$ cat src/rpot_map.svh
// Purpose: register offsets, field positions, reset values and counts of the pin output and trim block
// Assumes: included by bare name from the design files
// Notes:   definitions only
`ifndef RPOT_MAP_SVH
`define RPOT_MAP_SVH

// ****************************************************************
// register offsets
// ****************************************************************
`define RPOT_ADDR_CONTROL     8'h07
`define RPOT_ADDR_TRIM        8'h08
`define RPOT_ADDR_WKDAY0      8'h0d
`define RPOT_ADDR_WKDAY1      8'h14

// ****************************************************************
// reset values
// ****************************************************************
`define RPOT_CONTROL_RESET    8'h80
`define RPOT_TRIM_RESET       8'h00
`define RPOT_WEEKDAY_VALUE_RESET      8'h00
`define RPOT_READ_UNMAPPED    8'h00

// ****************************************************************
// field positions
// ****************************************************************
`define RPOT_CTL_OUT          7
`define RPOT_CTL_SQUARE_WAVE_ENABLE        6
`define RPOT_CTL_A1EN         5
`define RPOT_CTL_A0EN         4
`define RPOT_CTL_COARSE       2
`define RPOT_WK_POL           7
`define RPOT_WK_FLAG          3
`define RPOT_TRIM_SIGN        7

// ****************************************************************
// square wave select codes and prescaler taps
// ****************************************************************
`define RPOT_SQW_1HZ          2'h0
`define RPOT_SQW_4K           2'h1
`define RPOT_SQW_8K           2'h2
`define RPOT_SQW_32K          2'h3
`define RPOT_TAP_1HZ          14
`define RPOT_TAP_4K           2
`define RPOT_TAP_8K           1
`define RPOT_TAP_64HZ         8

// ****************************************************************
// oscillator counts
// ****************************************************************
`define RPOT_PRESC_LAST       15'h7fff
`define RPOT_COARSE_LAST      8'hff
`define RPOT_SEC_LAST         6'h3b

`endif

$ cat src/rpot_pkg.sv
// Purpose: types shared by the pin output and trim block
// Assumes: nothing
// Notes:   one-hot state codes
package rpot_pkg;

  // ****************************************************************
  // pin output modes
  // ****************************************************************
  typedef enum logic [3:0] {
    RPOT_PIN_GPO     = 4'b0001,
    RPOT_PIN_ALARM   = 4'b0010,
    RPOT_PIN_SQW     = 4'b0100,
    RPOT_PIN_RELEASE = 4'b1000
  } rpot_pin_mode_e;

  // ****************************************************************
  // trim engine states
  // ****************************************************************
  typedef enum logic [1:0] {
    RPOT_TRIM_COUNT = 2'b01,
    RPOT_TRIM_HOLD  = 2'b10
  } rpot_trim_state_e;

endpackage

$ cat src/rpot_top.sv
// Purpose: multi-function open-drain pin output and oscillator digital trim
// Assumes: oscillator and backup indication arrive as pins; register port comes from the serial engine
// Notes:   the pin is only ever pulled low, never driven high
`timescale 1ns/10ps
`include "rpot_map.svh"

// Functional notes
// - alarm mode when alarm on, square wave off
// - alarm output works on backup supply
// - single alarm: pin follows flag, polarity inverts
// - dual alarms, polarity 1: OR of flags
// - dual alarms, polarity 0: NAND of flags
// - all off: pin follows output-level bit
// - general purpose output released on backup
// - normal trim applied once per minute
// - sign 1 adds cycles, 0 removes
// - each magnitude step is two cycles
// - zero magnitude disables trimming
// - coarse trim applied 128 times per second
// - trimming continues on backup supply
// - trim starts automatically after register write
// - weekday write clears flag; never software-set
// - square wave overrides alarm and GPO
// - output-level 1 releases pin, 0 pulls
// - coarse plus square wave gives 64 Hz
module rpot_top
  import rpot_pkg::*;
(
  // clock, reset and enable
  input  wire logic        clock,
  input  wire logic        srst,
  input  wire logic        clock_en,
  // asynchronous pins
  input  wire logic        osc_in,
  input  wire logic        on_backup,
  // alarm match pulses from the comparators
  input  wire logic        alarm0_match,
  input  wire logic        alarm1_match,
  // register port from the serial engine
  input  wire logic [7:0]  reg_addr,
  input  wire logic [7:0]  reg_wdata,
  input  wire logic        reg_wr,
  input  wire logic        reg_rd,
  output logic      [7:0]  reg_rdata,
  // open-drain multi-function pin
  output logic             multi_function_pin_o,
  output logic             multi_function_pin_oe,
  // timebase to the calendar counters
  output logic             second_tick
);

  // ****************************************************************
  // declarations
  // ****************************************************************
  logic [7:0]      clock_control;
  logic [7:0]      oscillator_trim;
  logic            alarm_pin_polarity;
  logic [2:0]      alarm0_match_mask;
  logic [2:0]      alarm1_match_mask;
  logic [2:0]      alarm0_weekday_value;
  logic [2:0]      alarm1_weekday_value;
  logic            alarm0_match_flag;
  logic            alarm1_match_flag;
  logic            osc_meta;
  logic            osc_sync;
  logic            osc_last;
  logic            backup_meta;
  logic            backup_sync;
  logic            osc_tick;
  logic [14:0]     prescaler;
  logic            trim_second;
  logic            adjust_pulse;
  logic            wr_control;
  logic            wr_trim;
  logic            wr_wkday0;
  logic            wr_wkday1;
  logic            square_wave_enable;
  logic            alarm0_enable;
  logic            alarm1_enable;
  logic            coarse_trim_enable;
  logic [1:0]      square_wave_freq_select;
  rpot_pin_mode_e  next_mode;
  rpot_pin_mode_e  pin_mode;
  logic            alarm_level;
  logic            square_level;
  logic            next_level;
  logic            next_pin_oe;
  logic [7:0]      next_rdata;
  localparam logic [7:0] weekday_value_init = `RPOT_WEEKDAY_VALUE_RESET;   // weekday register value after reset

  // ****************************************************************
  // pin synchronisers
  // ****************************************************************
  // two flops per pin; the third oscillator flop only feeds the edge detector
  always_ff @(posedge clock) begin
    if (srst) begin
      osc_meta    <= 1'b0;
      osc_sync    <= 1'b0;
      osc_last    <= 1'b0;
      backup_meta <= 1'b0;
      backup_sync <= 1'b0;
    end else if (clock_en) begin
      osc_meta    <= osc_in;
      osc_sync    <= osc_meta;
      osc_last    <= osc_sync;
      backup_meta <= on_backup;
      backup_sync <= backup_meta;
    end
  end

  // one pulse per rising oscillator edge
  assign osc_tick = osc_sync && !osc_last;

  // ****************************************************************
  // register decode
  // ****************************************************************
  assign wr_control = reg_wr && reg_addr == `RPOT_ADDR_CONTROL;
  assign wr_trim    = reg_wr && reg_addr == `RPOT_ADDR_TRIM;
  assign wr_wkday0  = reg_wr && reg_addr == `RPOT_ADDR_WKDAY0;
  assign wr_wkday1  = reg_wr && reg_addr == `RPOT_ADDR_WKDAY1;

  // control field aliases
  assign square_wave_enable      = clock_control[`RPOT_CTL_SQUARE_WAVE_ENABLE];
  assign alarm0_enable           = clock_control[`RPOT_CTL_A0EN];
  assign alarm1_enable           = clock_control[`RPOT_CTL_A1EN];
  assign coarse_trim_enable      = clock_control[`RPOT_CTL_COARSE];
  assign square_wave_freq_select = clock_control[1:0];

  // control and trim registers; a trim write takes effect at the next instant
  always_ff @(posedge clock) begin
    if (srst) begin
      clock_control   <= `RPOT_CONTROL_RESET;
      oscillator_trim <= `RPOT_TRIM_RESET;
    end else if (clock_en) begin
      if (wr_control) begin
        clock_control <= reg_wdata;
      end
      if (wr_trim) begin
        oscillator_trim <= reg_wdata;
      end
    end
  end

  // alarm weekday/config fields; polarity is shared by both registers
  always_ff @(posedge clock) begin
    if (srst) begin
      alarm_pin_polarity   <= weekday_value_init[`RPOT_WK_POL];
      alarm0_match_mask    <= weekday_value_init[6:4];
      alarm1_match_mask    <= weekday_value_init[6:4];
      alarm0_weekday_value <= weekday_value_init[2:0];
      alarm1_weekday_value <= weekday_value_init[2:0];
    end else if (clock_en) begin
      if (wr_wkday0) begin
        alarm_pin_polarity   <= reg_wdata[`RPOT_WK_POL];
        alarm0_match_mask    <= reg_wdata[6:4];
        alarm0_weekday_value <= reg_wdata[2:0];
      end else if (wr_wkday1) begin
        alarm_pin_polarity   <= reg_wdata[`RPOT_WK_POL];
        alarm1_match_mask    <= reg_wdata[6:4];
        alarm1_weekday_value <= reg_wdata[2:0];
      end
    end
  end

  // ****************************************************************
  // alarm match flags
  // ****************************************************************
  // a weekday write clears only its own alarm's flag; a match in the same cycle wins
  always_ff @(posedge clock) begin
    if (srst) begin
      alarm0_match_flag <= 1'b0;
      alarm1_match_flag <= 1'b0;
    end else if (clock_en) begin
      if (alarm0_match) begin
        alarm0_match_flag <= 1'b1;
      end else if (wr_wkday0) begin
        alarm0_match_flag <= 1'b0;
      end
      if (alarm1_match) begin
        alarm1_match_flag <= 1'b1;
      end else if (wr_wkday1) begin
        alarm1_match_flag <= 1'b0;
      end
    end
  end

  // ****************************************************************
  // register read
  // ****************************************************************
  always_comb begin
    case (reg_addr)
      `RPOT_ADDR_CONTROL: next_rdata = clock_control;
      `RPOT_ADDR_TRIM:    next_rdata = oscillator_trim;
      `RPOT_ADDR_WKDAY0:  next_rdata = {alarm_pin_polarity, alarm0_match_mask, alarm0_match_flag, alarm0_weekday_value};
      `RPOT_ADDR_WKDAY1:  next_rdata = {alarm_pin_polarity, alarm1_match_mask, alarm1_match_flag, alarm1_weekday_value};
      default:            next_rdata = `RPOT_READ_UNMAPPED;
    endcase
  end

  // read data held until the next read
  always_ff @(posedge clock) begin
    if (srst) begin
      reg_rdata <= `RPOT_READ_UNMAPPED;
    end else if (clock_en && reg_rd) begin
      reg_rdata <= next_rdata;
    end
  end

  // ****************************************************************
  // trimmed timebase
  // ****************************************************************
  rpot_trim u_trim (
    .clock              (clock),
    .srst               (srst),
    .clock_en           (clock_en),
    .osc_tick           (osc_tick),
    .trim_sign          (oscillator_trim[`RPOT_TRIM_SIGN]),
    .trim_magnitude     (oscillator_trim[6:0]),
    .coarse_trim_enable (coarse_trim_enable),
    .prescaler          (prescaler),
    .second_tick        (trim_second),
    .adjust_pulse       (adjust_pulse)
  );

  // second pulse re-timed for the calendar counters
  always_ff @(posedge clock) begin
    if (srst) begin
      second_tick <= 1'b0;
    end else if (clock_en) begin
      second_tick <= trim_second;
    end
  end

  // ****************************************************************
  // pin mode and level
  // ****************************************************************
  always_comb begin
    if (square_wave_enable) begin
      next_mode = backup_sync ? RPOT_PIN_RELEASE : RPOT_PIN_SQW;
    end else if (alarm0_enable || alarm1_enable) begin
      next_mode = RPOT_PIN_ALARM;
    end else begin
      next_mode = backup_sync ? RPOT_PIN_RELEASE : RPOT_PIN_GPO;
    end
  end

  // alarm combination by enables and polarity
  always_comb begin
    if (alarm0_enable && alarm1_enable) begin
      if (alarm_pin_polarity) begin
        alarm_level = alarm0_match_flag || alarm1_match_flag;
      end else begin
        alarm_level = !(alarm0_match_flag && alarm1_match_flag);
      end
    end else if (alarm0_enable) begin
      alarm_level = alarm_pin_polarity ? alarm0_match_flag : !alarm0_match_flag;
    end else begin
      alarm_level = alarm_pin_polarity ? alarm1_match_flag : !alarm1_match_flag;
    end
  end

  // square wave taps; the raw oscillator rate escapes trimming
  always_comb begin
    if (coarse_trim_enable) begin
      square_level = prescaler[`RPOT_TAP_64HZ];
    end else begin
      case (square_wave_freq_select)
        `RPOT_SQW_1HZ: square_level = prescaler[`RPOT_TAP_1HZ];
        `RPOT_SQW_4K:  square_level = prescaler[`RPOT_TAP_4K];
        `RPOT_SQW_8K:  square_level = prescaler[`RPOT_TAP_8K];
        default:       square_level = osc_sync;
      endcase
    end
  end

  // open drain: enable pulls low, released otherwise
  always_comb begin
    case (next_mode)
      RPOT_PIN_GPO:   next_level = clock_control[`RPOT_CTL_OUT];
      RPOT_PIN_ALARM: next_level = alarm_level;
      RPOT_PIN_SQW:   next_level = square_level;
      default:        next_level = 1'b1;
    endcase
    next_pin_oe = !next_level;
  end

  // registered pin drive
  always_ff @(posedge clock) begin
    if (srst) begin
      pin_mode              <= RPOT_PIN_RELEASE;
      multi_function_pin_o  <= 1'b0;
      multi_function_pin_oe <= 1'b0;
    end else if (clock_en) begin
      pin_mode              <= next_mode;
      multi_function_pin_o  <= 1'b0;
      multi_function_pin_oe <= next_pin_oe;
    end
  end

  // ****************************************************************
  // checks
  // ****************************************************************
  a_flag_write_clear: assert property (@(posedge clock) disable iff (srst)
    (clock_en && wr_wkday0 && !alarm0_match) |=> !alarm0_match_flag)
    else $error("weekday write did not clear alarm 0 flag");
  a_flag_set_wins: assert property (@(posedge clock) disable iff (srst)
    (clock_en && alarm1_match) |=> alarm1_match_flag ##1 (alarm1_match_flag || $past(wr_wkday1)))
    else $error("alarm 1 match lost");
  a_single_alarm_pin: assert property (@(posedge clock) disable iff (srst)
    (clock_en && !square_wave_enable && alarm0_enable && !alarm1_enable)
      |=> multi_function_pin_oe == ($past(alarm_pin_polarity) ^ $past(alarm0_match_flag)))
    else $error("single alarm pin level wrong");
  a_dual_or_pin: assert property (@(posedge clock) disable iff (srst)
    (clock_en && !square_wave_enable && alarm0_enable && alarm1_enable && alarm_pin_polarity)
      |=> multi_function_pin_oe == !($past(alarm0_match_flag) || $past(alarm1_match_flag)))
    else $error("dual alarm OR level wrong");
  a_dual_nand_pin: assert property (@(posedge clock) disable iff (srst)
    (clock_en && !square_wave_enable && alarm0_enable && alarm1_enable && !alarm_pin_polarity)
      |=> multi_function_pin_oe == ($past(alarm0_match_flag) && $past(alarm1_match_flag)))
    else $error("dual alarm NAND level wrong");
  a_gpo_level_pin: assert property (@(posedge clock) disable iff (srst)
    (clock_en && clock_control[7:4] == 4'h0 && !backup_sync) |=> multi_function_pin_oe)
    else $error("output-level low did not pull the pin");
  a_gpo_backup_off: assert property (@(posedge clock) disable iff (srst)
    (clock_en && !square_wave_enable && !alarm0_enable && !alarm1_enable && backup_sync)
      |=> !multi_function_pin_oe && pin_mode == RPOT_PIN_RELEASE)
    else $error("general purpose output active on backup");
  a_sqw_override: assert property (@(posedge clock) disable iff (srst)
    (clock_en && square_wave_enable && !backup_sync) |=> pin_mode == RPOT_PIN_SQW)
    else $error("square wave did not own the pin");
  a_alarm_on_backup: assert property (@(posedge clock) disable iff (srst)
    (clock_en && !square_wave_enable && (alarm0_enable || alarm1_enable) && backup_sync)
      |=> pin_mode == RPOT_PIN_ALARM)
    else $error("alarm output lost on backup");
  a_coarse_64hz: assert property (@(posedge clock) disable iff (srst)
    (clock_en && square_wave_enable && coarse_trim_enable && !backup_sync)
      |=> multi_function_pin_oe == !$past(prescaler[`RPOT_TAP_64HZ]))
    else $error("coarse square wave not on 64 Hz tap");

  c_dual_alarm_low: cover property (@(posedge clock) disable iff (srst)
    pin_mode == RPOT_PIN_ALARM && alarm0_enable && alarm1_enable && multi_function_pin_oe);
  c_gpo_low: cover property (@(posedge clock) disable iff (srst)
    pin_mode == RPOT_PIN_GPO && multi_function_pin_oe);
  c_sqw_toggle: cover property (@(posedge clock) disable iff (srst)
    pin_mode == RPOT_PIN_SQW && multi_function_pin_oe ##1 !multi_function_pin_oe);
  c_trim_applied: cover property (@(posedge clock) disable iff (srst)
    adjust_pulse);

endmodule

$ cat src/rpot_trim.sv
// Purpose: oscillator prescaler with periodic digital trim
// Assumes: osc_tick is a one-cycle pulse per oscillator cycle
// Notes:   adding advances the prescaler, removing holds it
`timescale 1ns/10ps
`include "rpot_map.svh"

module rpot_trim
  import rpot_pkg::*;
(
  // clock and reset
  input  wire logic        clock,
  input  wire logic        srst,
  input  wire logic        clock_en,
  // oscillator and trim settings
  input  wire logic        osc_tick,
  input  wire logic        trim_sign,
  input  wire logic [6:0]  trim_magnitude,
  input  wire logic        coarse_trim_enable,
  // timebase
  output logic      [14:0] prescaler,
  output logic             second_tick,
  output logic             adjust_pulse
);

  rpot_trim_state_e state;
  logic [5:0]       sec_cnt;
  logic [7:0]       hold_cnt;
  logic [7:0]       step;
  logic             adjust_now;
  logic [15:0]      next_sum;

  // ****************************************************************
  // adjustment instant and next prescaler value
  // ****************************************************************
  always_comb begin
    step       = {trim_magnitude, 1'b0};
    adjust_now = 1'b0;
    if (osc_tick && state == RPOT_TRIM_COUNT && trim_magnitude != 7'h00) begin
      if (coarse_trim_enable) begin
        adjust_now = (prescaler[7:0] == `RPOT_COARSE_LAST);
      end else begin
        adjust_now = (prescaler == `RPOT_PRESC_LAST) && (sec_cnt == `RPOT_SEC_LAST);
      end
    end
    next_sum = {1'b0, prescaler} + 16'h0001 + ((adjust_now && trim_sign) ? {8'h00, step} : 16'h0000);
  end

  // prescaler, hold count and state
  always_ff @(posedge clock) begin
    if (srst) begin
      state     <= RPOT_TRIM_COUNT;
      prescaler <= 15'h0000;
      hold_cnt  <= 8'h00;
    end else if (clock_en && osc_tick) begin
      case (state)
        RPOT_TRIM_COUNT: begin
          prescaler <= next_sum[14:0];
          if (adjust_now && !trim_sign) begin
            hold_cnt <= step;
            state    <= RPOT_TRIM_HOLD;
          end
        end
        RPOT_TRIM_HOLD: begin
          hold_cnt <= hold_cnt - 8'h01;
          if (hold_cnt == 8'h01) begin
            state <= RPOT_TRIM_COUNT;
          end
        end
        default: begin
          state <= RPOT_TRIM_COUNT;
        end
      endcase
    end
  end

  // seconds within the minute and one-cycle pulses
  always_ff @(posedge clock) begin
    if (srst) begin
      sec_cnt      <= 6'h00;
      second_tick  <= 1'b0;
      adjust_pulse <= 1'b0;
    end else if (clock_en) begin
      second_tick  <= osc_tick && state == RPOT_TRIM_COUNT && next_sum[15];
      adjust_pulse <= adjust_now;
      if (osc_tick && state == RPOT_TRIM_COUNT && next_sum[15]) begin
        sec_cnt <= (sec_cnt == `RPOT_SEC_LAST) ? 6'h00 : sec_cnt + 6'h01;
      end
    end
  end

  // ****************************************************************
  // checks
  // ****************************************************************
  a_trim_off_plain: assert property (@(posedge clock) disable iff (srst)
    (clock_en && osc_tick && state == RPOT_TRIM_COUNT && trim_magnitude == 7'h00)
      |=> prescaler == 15'($past(prescaler) + 15'h0001))
    else $error("zero trim changed the prescaler step");
  a_trim_add_jump: assert property (@(posedge clock) disable iff (srst)
    (clock_en && adjust_now && trim_sign)
      |=> prescaler == 15'($past(prescaler) + 15'h0001 + {7'h00, $past(step)}))
    else $error("positive trim did not advance the prescaler");
  a_trim_sub_hold: assert property (@(posedge clock) disable iff (srst)
    (clock_en && adjust_now && !trim_sign)
      |=> state == RPOT_TRIM_HOLD && hold_cnt == $past(step))
    else $error("negative trim did not start the hold");
  c_trim_hold_end: cover property (@(posedge clock) disable iff (srst)
    state == RPOT_TRIM_HOLD ##1 state == RPOT_TRIM_COUNT);

endmodule

$ cat config.mk
export PLATFORM = sky130hd
export DESIGN_NAME = rpot_top
export DESIGN_NICKNAME = d
export VERILOG_FILES = /design/src/rpot_pkg.sv /design/src/rpot_top.sv /design/src/rpot_trim.sv
export VERILOG_INCLUDE_DIRS = /design/src
export SDC_FILE = /design/constraint.sdc
export NUM_CORES = 1
export LEC_CHECK = 0
export CORE_MARGIN = 2
export CORE_UTILIZATION = 50
export CTS_CLUSTER_DIAMETER = 200
export DETAILED_ROUTE_END_ITERATION = 10
export DONT_BUFFER_PORTS = 1
export PLACE_DENSITY_LB_ADDON = 0.3
export SYNTH_ARGS = -nofsm -noshare
export SYNTH_HDL_FRONTEND = slang
export SYNTH_SLANG_ARGS = --single-unit
$ cat constraint.sdc
create_clock -name clock -period 4.2 [get_ports clock]
set_clock_uncertainty 0.2 [all_clocks]
set_input_delay 0.42 -clock clock [delete_from_list [all_inputs] [get_ports clock]]
set_output_delay 0.42 -clock clock [all_outputs]
set_load 0.005 [all_outputs]
== Word-level counts from Yosys, hierarchy flattened ==
Index checks and enable logic that the tools add are counted.
Storage, ports and cells
  flip-flop bits (word level): 78
  input port bits: 25
  output and inout bits: 11
  logic and storage cells: 112
Cells by class
  add/subtract/negate cells: 4
  equality and inequality tests: 17
  muxes and demuxes: 28
  bitwise logic cells: 1
  reductions and logical operators: 40
Operators by type and width (number)
  8-bit case mux with 4 select lines: 1
  15-bit by 1-bit adder with 16-bit output (second input constant): 1
  16-bit adder: 1
  8-bit by 4-bit == test with 1-bit output (second input constant): 2
  4-bit two-way mux: 4
  8-bit two-way mux: 2
  8-bit case mux with 2 select lines: 1
  2-bit AND reduction: 8
  15-bit == test (second input constant): 1
  1-bit logical AND: 15
  1-bit two-way mux: 14
  3-bit AND reduction: 3
  8-bit by 1-bit == test with 1-bit output (second input constant): 1
  8-bit by 3-bit == test with 1-bit output (second input constant): 1
  8-bit by 5-bit == test with 1-bit output (second input constant): 1
  8-bit == test (second input constant): 1
  2-bit nonzero test: 4
  8-bit by 1-bit subtractor with 8-bit output (second input constant): 1
  7-bit nonzero test: 1
  6-bit by 1-bit adder with 6-bit output (second input constant): 1
  6-bit == test (second input constant): 1
  1-bit logical NOT: 6
  6-bit two-way mux: 1
  1-bit case mux with 3 select lines: 2
  12 further kinds: 16

== Longest topological paths before layout ==
  depth in word-level cells: 10
  mapped depth: 15
  mapped depth without buffers: 13

== Modules after synthesis ==
A second synthesis with hierarchy kept.
Second synthesis, totals
  cell total of the unflattened synthesis: 468
  area, all modules: 4068.9 um2
Modules (own cells, without submodules)
  rpot_top: times used 1, cells an instance 210, area each 2043.2 um2, sequential area each 920.9 um2
  rpot_trim: times used 1, cells an instance 258, area each 2025.7 um2, sequential area each 660.6 um2

== Worst setup path before layout ==
Ideal clock, no wire load.
  kind: register to register
  from: register oscillator_trim[3]
  to: register u_trim.sec_cnt[1]
  library setup time: 128 ps
  arrival: 3119 ps
  data required time: 3872 ps
  slack: 754 ps
  cell stages (with the launch flop): 14
  buffers on the path: 2
  period minus slack after synthesis: 3446 ps
  cell sequence: dfxtp_1 -> or4_1 -> o41ai_2 -> nor3b_1 -> and2_1 -> ha_1 -> clkbuf_1 -> a21oi_1 -> a21bo_2 -> a211o_1 -> a21boi_1 -> buf_2 -> mux2i_1 -> nor2_1
On the way
  longest elaborated chain between the ends: 8
Ends and longest elaborated chain
  start: declaration: RTL line rpot_top.sv:56  | logic [7:0] oscillator_trim;
  start signal: assignment: RTL line rpot_top.sv:133  | oscillator_trim <= `RPOT_TRIM_RESET;
  start signal: assignment: RTL line rpot_top.sv:139  | oscillator_trim <= reg_wdata;
  7-bit nonzero test: RTL line rpot_trim.sv:38  | if (osc_tick && state == RPOT_TRIM_COUNT && trim_magnitude != 7'h00) begin
  1-bit logical AND: RTL line rpot_trim.sv:38
  1-bit two-way mux: RTL line rpot_trim.sv:38
  1-bit logical AND: RTL line rpot_trim.sv:45  | next_sum = {1'b0, prescaler} + 16'h0001 + ((adjust_now && trim_sign) ? {8'h00, step} : 16'h0000);
  8-bit two-way mux (*): RTL line rpot_trim.sv:45
  16-bit adder (*): RTL line rpot_trim.sv:45
  1-bit logical AND (*): RTL line rpot_trim.sv:85  | if (osc_tick && state == RPOT_TRIM_COUNT && next_sum[15]) begin
  2-bit AND reduction (no source line) (*)
  end signal: assignment: RTL line rpot_trim.sv:86  | sec_cnt <= (sec_cnt == `RPOT_SEC_LAST) ? 6'h00 : sec_cnt + 6'h01;
  end: declaration: RTL line rpot_trim.sv:26  | logic [5:0] sec_cnt;
Every way passes the cells marked *; elsewhere a longest branch is shown, timed or not.
A chain may end at the register's enable or synchronous reset.

== Worst setup path in the final report ==
  from: register u_trim.sec_cnt[0]
  to: register u_trim.sec_cnt[4]
On the way
  longest elaborated chain between the ends: 9
  elaborated cells on any way between the ends: 11
  classes of those cells: 2 x add/sub; 1 x eq/ne; 4 x mux; 4 x reduce/logical
Ends and longest elaborated chain
  6-bit == test (no source line)
  1-bit logical AND: RTL line rpot_trim.sv:42  | adjust_now = (prescaler == `RPOT_PRESC_LAST) && (sec_cnt == `RPOT_SEC_LAST);
  1-bit two-way mux: RTL line rpot_trim.sv:39  | if (coarse_trim_enable) begin
  1-bit two-way mux: RTL line rpot_trim.sv:38
  1-bit logical AND: RTL line rpot_trim.sv:45
  8-bit two-way mux: RTL line rpot_trim.sv:45
  16-bit adder: RTL line rpot_trim.sv:45
  1-bit logical AND: RTL line rpot_trim.sv:85
  2-bit AND reduction (no source line)
Parallel ways exist; a longest one is shown, timed or not.

==> run summary <==
Iter 0 DRT Violations = 167
Drt wl/cell = 16.1 um
Ys async rst share = 0%
DRT Pass-1 Iters = 5
Post_cts resized = 0
Area Growth Syn to Fin = 6.68%
Max VDD drop = 0.157 mV
HP Class = in2reg
IO Port Bufs = 0
Rel. slew slack = 53.4%
Post-synth EDFFs = 0
Root Driver = clkbuf_8
Die ar. = 0.00871 mm^2
Outcome = completed
Row cnt = 32
Most common cell after layout, fill and taps aside = dfxtp_1
Htree depth = 3
Skew-Pair Late Insertion Delay = 0.35 ns
Top FF cell, synth = dfxtp_1
Distinct cells, synth = 66
Post-DRT Antenna Nets = 0
CTS tree = done
Max Slew Vio Count = 0
Slowest CP cell = nor3b_1
DRC viols = 0
Pwr/cell area = 317 mW/mm^2
Layout cell share with drive strength beyond 1 = 8.65%
Setup tns final = 0 ns
WS Path Type = reg2reg
Design Power = 1.35 mW
Clk buf depth = 2
First-pass GRT wire length = 14600 um
Layout Cells excl Fill = 553
Top cell type's share of synthesized area = 39.1%
Vias in the first global route = 3048
Worst-path cell chain = ha_1 -> nand2_1 -> nor3_1 -> a21oi_1 -> nor3b_1 -> and2_1 -> ha_1 -> a21oi_1 -> a21bo_2 -> a211o_1 -> a21boi_1 -> or3b_1 -> a21oi_1
Req. time, crit path = 4.29 ns
Total clock sinks = 78
Seq cells post-synth = 78
Synth warn = 0
Clock Pin Slew Worst Setup and Hold Paths = 0.08 ns
Synthesized area per cell = 8.81 um^2
Die height = 93.3 um
Die Span X = 93.3 um
Minimum clock period = 3.76 ns
Syn Nets = 489
Total Wirelength = 8880 um
Total of max-cap violations = 0
Initial antenna violation count = 0
Avg Vias per Cell = 5.96
Cell area after synthesis = 0.00399 mm^2
Crit-path most repeated cell = a21oi_1
Final setup fails = 0
Flop2flop setup slack = 0.44 ns
Vias = 3296
Core area = 0.00773 mm^2
Pleak = 1.48 nW
Worst setup SP type = flop
Max Fclk = 266 MHz
Global-route usage over all layers = 21.2%
Crit-path max FO = 7
GRT overflow = 0
Crit path DAT = 3.85 ns
Hold Vio Cnt, Final = 0
Starting Density = 51.7%
Pre-CTS setup slack = 0.481 ns
Dominant cells by area after synthesis = dfxtp_1 (39%), mux2i_1 (9.0%), nor2_1 (6.1%)
Post-CTS Hold Fix Bufs = 2
Antenna diode count = 0
Final worst setup slack = 0.441 ns
Post-synthesis cell count = 453
Area leader, netlist = dfxtp_1
Tcrit/Tclk final = 89.5%
Most frequent cells in the layout = dfxtp_1 (78), nor2_1 (65), mux2i_1 (36)
Placed cells = 535
Post-DP HPWL = 6230 um
Nets = 482
Placer Congestion = 0.938
Sequential cell area fraction in the yosys report = 39.1%
Inserted Clock Buffers = 9
Pin count of the biggest net entering global routing = 78
I/O pin count = 36
Post-CTS Setup Bufs = 0
Slew at the pin with the worst max-slew slack = 0.693 ns
Crit path largest cell delay = 0.47 ns
RSZ-0062 raised after global routing = no
Critical path capture point type = flop
-- sequential cells by signal, summed over array words and instances (netlist names), 2 cells and up --
| signal | count |
|---|---|
| u_trim.prescaler | 15 |
| clock_control | 8 |
| oscillator_trim | 8 |
| reg_rdata | 8 |
| u_trim.hold_cnt | 8 |
| u_trim.sec_cnt | 6 |
| alarm0_match_mask | 3 |
| alarm0_weekday_value | 3 |
| alarm1_match_mask | 3 |
| alarm1_weekday_value | 3 |
| u_trim.state | 2 |
-- final timing paths --
check                            from             endpoint  depth (start not counted)
setup / recovery    u_trim.sec_cnt[0]    u_trim.sec_cnt[4]                         13
hold / removal           reg_wdata[7]   alarm_pin_polarity                          2
setup reg to reg    u_trim.sec_cnt[0]    u_trim.sec_cnt[4]                         13
hold reg to reg   u_trim.prescaler[3]  u_trim.prescaler[3]                          2
-- kinds of logic (layout without fill, tap and decap cells) --
group           Yosys count  after routing  synth area share [%]
mux                      37             37                  9.59
other cells               1              1                0.0940
flops                    78             78                  39.1
compound gates          110            110                  18.5
simple gates            175            175                  23.1
fa+ha+maj                11             11                  3.64
xor+xnor                 11             11                  2.41
buf+inv                  30             28                  3.57
-- where the power goes --
| group | switching (mW) | internal (mW) | total, mW | leakage (nW) |
|---|---|---|---|---|
| Combinational | 0.0248 | 0.0147 | 0.0394 | 0.743 |
| Sequential | 0.00433 | 0.744 | 0.748 | 0.629 |
| Clock | 0.286 | 0.277 | 0.562 | 0.104 |
-- cell type report --
cell class                 count  area [um^2]
fill                         690         3470
clock buffer                   9          124
sequential                    78         1560
timing repair buffer           5         60.1
inverter                       7         26.3
multi-input combinational    345         2290
tap                          102          128
clock inverter                 7         71.3
-- cells in the mapped netlist (3+ instances only) --
cell type	instances
inv_1	7
o21ai_0	19
a22oi_1	22
or3_1	6
a21oi_1	32
ha_1	10
nand3_1	13
o211ai_1	3
clkbuf_1	14
nand2b_1	7
or3b_1	3
and2_1	8
buf_4	3
buf_2	3
nor3_1	10
nand2_1	32
nand4_1	4
nand3b_1	3
nor2_1	65
mux2i_1	36
dfxtp_1	78
and4_1	5
xnor2_1	10
a21bo_2	4
-- layer usage --
layer  vias up  global-route usage, %  wire length, um
met5         -                      0                0
met4         0                   8.70              171
met3        14                   5.40              514
met2        99                   32.8             4160
met1      1563                   28.1             4040
li1       1620                      -                -
-- stage by stage --
stage / area [um^2] / hold WS [ns] / util [%]
3_5_place_dp: 4030 / 0.262 / 52.1
2_1_floorplan: 3990 / 0.249 / -
6_report: 4260 / 0.0122 / 55.1
3_3_place_gp: 4030 / 0.258 / 52.1
5_1_grt: 4260 / 0.00303 / 55.1
4_1_cts: 4260 / 0.00237 / 55.1
-- worst max-delay path, delay by kind of cell (launching register included) --
family / cells / cell delay [ns]
AND/OR/NAND/NOR: 5 / 1.34
AO/OA/AOI/OAI: 6 / 1.28
flip-flops: 1 / 0.37
adder cells (fa/ha/maj): 2 / 0.48
No activity file was read; power rests on OpenSTA's default activity.
